`config.mk`:
```
export PLATFORM = sky130hd
export DESIGN_NAME = tc_timer
export DESIGN_NICKNAME = d
export VERILOG_FILES = /design/src/rtl/tc_timer_pkg.sv /design/src/rtl/tc_tick.sv /design/src/rtl/tc_timer.sv
export VERILOG_INCLUDE_DIRS = /design/src /design/src/rtl
export SDC_FILE = /design/constraint.sdc
export NUM_CORES = 1
export LEC_CHECK = 0
export ABC_AREA = 1
export BUFFER_PORTS_ARGS = -buffer_cell sky130_fd_sc_hd__buf_2
export CAP_MARGIN = 20
export CORE_MARGIN = 1.5
export CORE_UTILIZATION = 48
export DETAILED_ROUTE_END_ITERATION = 8
export GPL_ROUTABILITY_DRIVEN = 0
export MAX_ROUTING_LAYER = met4
export PLACE_DENSITY = 0.8
export SLEW_MARGIN = 20
export SYNTH_ARGS = -nofsm -noshare
export SYNTH_HDL_FRONTEND = slang
export SYNTH_SLANG_ARGS = --single-unit
```
`constraint.sdc`:
```
create_clock -name ref_clk -period 1.3 [get_ports ref_clk]
set_clock_uncertainty 0.1 [all_clocks]
set_input_delay 0.26 -clock ref_clk [delete_from_list [all_inputs] [get_ports ref_clk]]
set_output_delay 0.26 -clock ref_clk [all_outputs]
set_load 0.05 [all_outputs]
```
`src/rtl/tc_timer_params.svh`:
```
// constants for the eight/sixteen bit timer counter
`ifndef TC_TIMER_PARAMS_SVH
`define TC_TIMER_PARAMS_SVH

// ****************************************
// clock source select encodings
// ****************************************
`define TC_SRC_CPU_CLK      2'h0
`define TC_SRC_INSTR_CYC    2'h1
`define TC_SRC_EXT_BIT      1

// ****************************************
// timing and reset values
// ****************************************
`define TC_INSTR_DIV        4
`define TC_DIV_W            2
`define TC_DIV_LAST         2'h3
`define TC_COUNT_RST        16'h0000
`define TC_BYTE_RST         8'h00
`define TC_MAX_8            8'hFF
`define TC_MAX_16           16'hFFFF

`endif

```
`src/rtl/tc_timer_pkg.sv`:
```
// types for the eight/sixteen bit timer counter
package tc_timer_pkg;

    // ****************************************
    // control fields held by software
    // ****************************************
    typedef struct packed {
        logic       width_select_bit;
        logic [1:0] count_source_select;
        logic       edge_falling;
        logic       timer_on;
    } tc_ctrl_t;

    // ****************************************
    // byte access strobes from the cpu side
    // ****************************************
    typedef struct packed {
        logic       low_rd;
        logic       low_wr;
        logic       high_wr;
        logic [7:0] wr_data;
    } tc_access_t;

    typedef enum logic [1:0] {
        TC_MODE_CPU,
        TC_MODE_INSTR,
        TC_MODE_EXT
    } tc_mode_t;

endpackage

```
`src/rtl/tc_tick.sv`:
```
// count tick generator for the timer counter
`timescale 1ns/100ps
`include "tc_timer_params.svh"

module tc_tick (
    input  wire logic                    ref_clk,
    input  wire logic                    reset,
    input  wire tc_timer_pkg::tc_ctrl_t  ctrl,
    input  wire logic                    external_count_input,
    output logic                         tick
);

    logic [`TC_DIV_W-1:0]  nxt_div;
    logic [`TC_DIV_W-1:0]  div_cnt_ff;
    logic                  pin_ff;
    logic                  tick_ff;
    logic                  nxt_tick;
    tc_timer_pkg::tc_mode_t mode;

    always_comb begin
        if (ctrl.count_source_select[`TC_SRC_EXT_BIT]) begin
            mode = tc_timer_pkg::TC_MODE_EXT;
        end else if (ctrl.count_source_select == `TC_SRC_INSTR_CYC) begin
            mode = tc_timer_pkg::TC_MODE_INSTR;
        end else begin
            mode = tc_timer_pkg::TC_MODE_CPU;
        end
    end

    always_comb begin
        nxt_div = div_cnt_ff + {{(`TC_DIV_W-1){1'b0}}, 1'b1};
        case (mode)
            tc_timer_pkg::TC_MODE_CPU: begin
                nxt_tick = ctrl.timer_on;
            end
            tc_timer_pkg::TC_MODE_INSTR: begin
                nxt_tick = ctrl.timer_on && (div_cnt_ff == `TC_DIV_LAST);
            end
            tc_timer_pkg::TC_MODE_EXT: begin
                // rising or falling edge of the pin
                nxt_tick = ctrl.timer_on && (ctrl.edge_falling ? (pin_ff && !external_count_input)
                                                               : (!pin_ff && external_count_input));
            end
            default: begin
                nxt_tick = 1'b0;
            end
        endcase
    end

    always_ff @(posedge ref_clk) begin
        if (reset) begin
            div_cnt_ff <= {`TC_DIV_W{1'b0}};
            pin_ff     <= 1'b0;
            tick_ff    <= 1'b0;
        end else begin
            div_cnt_ff <= nxt_div;
            pin_ff     <= external_count_input;
            tick_ff    <= nxt_tick;
        end
    end

    assign tick = tick_ff;

endmodule // tc_tick

```
`src/rtl/tc_timer.sv`:
```
// eight/sixteen bit timer counter top
`timescale 1ns/100ps
`include "tc_timer_params.svh"

module tc_timer (
    input  wire logic                    ref_clk,
    input  wire logic                    reset,
    input  wire tc_timer_pkg::tc_ctrl_t  ctrl,
    input  wire tc_timer_pkg::tc_access_t acc,
    input  wire logic                    external_count_input,
    input  wire logic                    ovf_clr,
    output logic [7:0]                   low_byte_register,
    output logic [7:0]                   high_byte_buffer,
    output logic                         overflow_flag
);

    logic        tick;
    logic        step;
    logic        wrap_8;
    logic        wrap_16;
    logic        wrap;
    logic [15:0] count_ff;
    logic [15:0] nxt_count;
    logic [7:0]  buf_ff;
    logic [7:0]  nxt_buf;
    logic        ovf_ff;
    logic        nxt_ovf;

    tc_tick u_tick (
        .ref_clk              (ref_clk),
        .reset                (reset),
        .ctrl                 (ctrl),
        .external_count_input (external_count_input),
        .tick                 (tick)
    );

    // ****************************************
    // step and wrap qualification
    // ****************************************
    // a low byte write swallows a tick in the same cycle
    always_comb begin
        step    = tick && !acc.low_wr;
        wrap_8  = (count_ff[7:0] == `TC_MAX_8);
        wrap_16 = (count_ff == `TC_MAX_16);
        if (ctrl.width_select_bit) begin
            wrap = step && wrap_8;
        end else begin
            wrap = step && wrap_16;
        end
    end

    // ****************************************
    // counter next state
    // ****************************************
    always_comb begin
        nxt_count = count_ff;
        if (acc.low_wr) begin
            if (ctrl.width_select_bit) begin
                // high byte frozen while in 8-bit mode
                nxt_count = {count_ff[15:8], acc.wr_data};
            end else begin
                // both halves land in one edge
                nxt_count = {buf_ff, acc.wr_data};
            end
        end else if (step) begin
            if (ctrl.width_select_bit) begin
                nxt_count = {count_ff[15:8], count_ff[7:0] + 8'h01};
            end else begin
                nxt_count = count_ff + 16'h0001;
            end
        end
    end

    always_ff @(posedge ref_clk) begin
        if (reset) begin
            count_ff <= `TC_COUNT_RST;
        end else begin
            count_ff <= nxt_count;
        end
    end

    // ****************************************
    // high byte buffer next state
    // ****************************************
    // a buffer write beats the read copy in the same cycle
    always_comb begin
        nxt_buf = buf_ff;
        if (acc.high_wr) begin
            nxt_buf = acc.wr_data;
        end else if (acc.low_rd && !ctrl.width_select_bit) begin
            // snapshot of the real high byte
            nxt_buf = count_ff[15:8];
        end
    end

    always_ff @(posedge ref_clk) begin
        if (reset) begin
            buf_ff <= `TC_BYTE_RST;
        end else begin
            buf_ff <= nxt_buf;
        end
    end

    // ****************************************
    // overflow flag next state
    // ****************************************
    always_comb begin
        // set wins over clear
        nxt_ovf = wrap | (ovf_ff & ~ovf_clr);
    end

    always_ff @(posedge ref_clk) begin
        if (reset) begin
            ovf_ff <= 1'b0;
        end else begin
            ovf_ff <= nxt_ovf;
        end
    end

    // ****************************************
    // outputs, each straight from a register
    // ****************************************

    assign low_byte_register = count_ff[7:0];
    assign high_byte_buffer  = buf_ff;
    assign overflow_flag     = ovf_ff;

endmodule // tc_timer

```
-- Word-level counts from Yosys, hierarchy flattened
Cells that the tools add are included.
- add/subtract/negate cells: 3
- equal/unequal tests: 8
- multiplexer cells: 11
- bitwise operators: 3
- reduce and logical (&&, ||, !) cells: 16
- operators by type and width (operator ; count):
    2-to-1 mux 16 bit ; 4
    adder 16 x 1 -> 16 bit, second input constant ; 1
    equality test 16 bit, second input constant ; 1
    2-to-1 mux 8 bit ; 2
    adder 8 x 1 -> 8 bit, second input constant ; 1
    equality test 8 bit, second input constant ; 1
    logical AND 1 bit ; 8
    equality test 2 x 1 -> 1 bit, second input constant ; 2
    equality test 2 bit, second input constant ; 2
    logical NOT 1 bit ; 4
    != test 2 bit, second input constant ; 2
    nonzero test 2 bit ; 2
    2-to-1 mux 1 bit ; 3
    case mux 1 bit (3 select lines) ; 1
    AND reduction 3 bit ; 1
    adder 2 x 1 -> 2 bit, second input constant ; 1
    logical NOT 2 bit ; 1
    2-to-1 mux 2 bit ; 1
    bitwise AND 1 bit ; 1
    NOT 1 bit ; 1
    OR 1 bit ; 1
- register bits: 29
- input bits: 20

-- Depth between registers and ports, before layout
- depth after elaboration: 5
- gate-level depth with buffers: 8
- gate-level depth less buffers: 8

-- Modules after synthesis
Synthesis repeated with hierarchy kept, for this count alone.
- cells, all modules: 250
- area total of the unflattened synthesis: 1710.4 um^2
- by module, submodules not included (module ; instances ; cells an instance ; area each (um^2)):
    tc_timer ; 1 ; 228 ; 1551.5
    tc_tick ; 1 ; 22 ; 158.9

-- Worst setup path after synthesis
OpenSTA, ideal clock, no wires.
- path kind: reg-to-reg
- from: register count_ff[0]
- to: register count_ff[10]
- library setup time: 0.119 ns
- data arrival time: 1.139 ns
- required time: 1.081 ns
- path slack: -0.059 ns
- cell stages (with the launch flop): 9
- period minus slack after synthesis: 1.359 ns
- cell sequence: dfxtp_1 ha_1 nand2_1 nor2_2 nand2_1 clkinv_1 nand3_1 nand3_1 a21oi_1
- word-level cells in the longest chain between the ends: 4
- ends and longest elaborated chain (what ; line ; RTL):
    start: declaration ; tc_timer.sv:22 ; logic [15:0] count_ff;
    start signal: assignment ; tc_timer.sv:76 ; count_ff <= `TC_COUNT_RST;
    start signal: assignment ; tc_timer.sv:78 ; count_ff <= nxt_count;
    adder 16 x 1 -> 16 bit ; tc_timer.sv:69 ; nxt_count = count_ff + 16'h0001;
    2-to-1 mux 16 bit ; tc_timer.sv:66 ; if (ctrl.width_select_bit) begin
    2-to-1 mux 16 bit ; tc_timer.sv:65 ; end else if (step) begin
    2-to-1 mux 16 bit ; tc_timer.sv:57 ; if (acc.low_wr) begin
Every way passes these cells. The select of a mux whose other input is x is not followed.
A chain may end at the register's enable or synchronous reset.

-- Worst setup path after layout
Ends and elaborated chain as after synthesis.

==> qor.csv <==
metric;value;unit
R2R cell count;7;
drt wl/cell;15.2;um
num ports;37;
Max-Slew Margin vs Limit;81.9;%
Setup crit start kind;register;
status;finished with violations;
CTS root buf;clkbuf_4;
CTS tree;built;
Pins Over Slew Limit;0;
Post-Syn Area;1640;sq um
beginning of the critical path;count_ff[0];
main combinational cell family by area after synthesis;simple AND/OR/NAND/NOR gates;
Die ar.;3780;sq um
clk slew on worst S/H paths;0.10;ns
Routed WL;5270;um
initial antenna violation count;0;
setup_tns;-0.158;ns
CTS Buf Count;5;
final hold violations;0;
Synth top area share;35.3;%
Die Wd;61.5;um
Max-cap violations;0;
Setup CP Type;reg2reg;
Placed Instances;336;
flops & latches, synth;29;
min cycle time layout;1.34;ns
Worst Path Required;1.48;ns
ANT cells;0;
Syn Inst Count;247;
Crit Path Max Fanout;3;
post-route ant nets;0;
largest net degree at the start of global routing;19;
most common cell after layout, fill and taps aside;a21oi_1;
Hold Path Class;in2reg;
Max VDD drop;0.638;mV
r2r startpoint;count_ff[0];
setup repair after global routing missed its margin;yes;
core area;3310;sq um
GRT Util Overall;29.8;%
GRT Residual Overflow;0;
layout cell share with drive strength beyond 1;41.9;%
Leakage;1.05;nW
most frequent cells in the layout;a21oi_1, nand2_1, inv_1;
setup ws final;-0.0409;ns
Synth Area in Compound Gates;23.2;%
Mean Syn Cell Area;6.65;sq um
area leader, netlist;dfxtp_1;
Synth Area in Simple Gates;27.1;%
Final period util;103;%
worst slew pin tran;0.270;ns
mux share of post-synthesis cell area;0;%
number of core rows;21;
register area share after synthesis;35.3;%
Pre-antenna DRT Iters;5;
routed vias;1960;
die height;61.5;um
fillers;255;
Finished Layout Cells;347;
Final Util;72.1;%
failing checks;negative setup slack;
IO Port Bufs;36;
critical path endpoint category;register;
Post-DP HPWL;3630;um
residual DRC count;0;
area grow syn2layout;45.3;%
H-tree Lvls;2;
1st-iter DRT viols;197;
Final Cell Area;2390;sq um
worst flop-to-flop path endpoint;count_ff[10];
crit path to;count_ff[10];
largest cells by area after synthesis;dfxtp_1, a21oi_1, nand2_1;
Worst Path Arrival;1.52;ns
final net count;322;
FF-to-FF setup slack;-0.04;ns
Via density;5.65;
Skew-Pair Late Insertion Delay;0.34;ns
placed cell area;1990;sq um
number of global-route vias before repair;1782;
final setup vio count;9;
Synth Area in Adders;1.52;%
P per Cell Area;895;nW/um^2
cts-stage hold buffer count;0;
syn nets;269;
Fmax;746;MHz
Initial Util;49.6;%
first-pass GRT wire length;7910;um
Synth Area in XOR/XNOR;0.533;%
clk buf depth;2;
CTS Sinks;29;
Synth Warn #;0;
post-synth cell types;25;
[flip-flops by register name (all words and copies together) (netlist names)]
name / count
count_ff: 16
high_byte_buffer: 8
overflow_flag: 1
u_tick.div_cnt_ff: 2
u_tick.pin_ff: 1
u_tick.tick: 1
[where the power goes]
| part | internal (mW) | switching, mW |
|---|---|---|
| registers | 0.951 | 0.0651 |
| logic | 0.224 | 0.345 |
| clock network | 0.203 | 0.350 |
[through the flow]
stage	setup WS [ns]	hold WS [ns]	power, mW
6_report	-0.0409	0.0576	2.14
4_1_cts	-0.0544	0.0562	2.08
3_5_place_dp	-0.0696	0.314	1.50
5_1_grt	-0.0984	0.0766	2.23
3_3_place_gp	-0.00174	0.301	1.49
2_1_floorplan	0.0163	0.239	1.33
[area by class of cell]
cell class	count	area [sq um]	area share, %
Inverter	29	111	4.66
Clock buffer	5	37.5	1.57
Multi-Input combinational cell	174	1030	43.2
Timing Repair Buffer	61	526	22.0
Clock inverter	3	17.5	0.734
Sequential cell	29	607	25.4
Tap cell	46	57.6	2.41
[routing by layer]
metal  GRT usage [%]  wire length [um]
met5               -                 0
met4            11.2               145
met3            7.14               484
met2            50.1              2620
met1            34.1              2030
[worst min-delay path by stage]
stage	startpoint	end	cells past startpoint
global route	external_count_input	u_tick.pin_ff	3
detailed placement	u_tick.div_cnt_ff[0]	u_tick.div_cnt_ff[0]	1
finish	ovf_clr	overflow_flag	4
CTS	external_count_input	u_tick.pin_ff	3
floorplan	reset	u_tick.tick	1
global placement	u_tick.div_cnt_ff[0]	u_tick.div_cnt_ff[0]	1
[kinds of logic (layout without fill, tap and decap cells)]
family,after synthesis,count (layout)
xor+xnor,1,1
fa+ha+maj,2,2
buf+inv,44,98
flops,29,29
simple gates,98,98
compound gates,73,73
[what timing repair did]
action,4_1_cts,5_1_grt
buffers inserted,0,4
resized for setup,47,55
pin swaps,5,17
gates cloned,0,0
endpoints found under the setup margin,26,28
[worst max-delay path: stages (launching register included)]
cell and delay, ns:
dfxtp_4 0.38, ha_4 0.16, nand2_4 0.06, nor2_4 0.15
nand2_4 0.08, o21ai_2 0.15, nand3_2 0.08, a21oi_1 0.12
[cell usage after synthesis]
cell and instances:
o21bai_1 1, inv_2 2, a22oi_1 3, buf_2 3, o21ai_1 5, nand2_1 41
clkinv_1 1, o21ai_0 20, nor2_4 2, and3_1 1, nor2_1 19, nand3_2 1
nor2_2 5, ha_1 2, nor3_1 4, nand2_2 2, a21oi_1 40, clkbuf_1 3
a31oi_1 4, dfxtp_1 29, inv_1 26, nand4_1 2, nand3_1 21, xnor2_1 1
buf_4 9
Power figures use the tool's default switching activity.
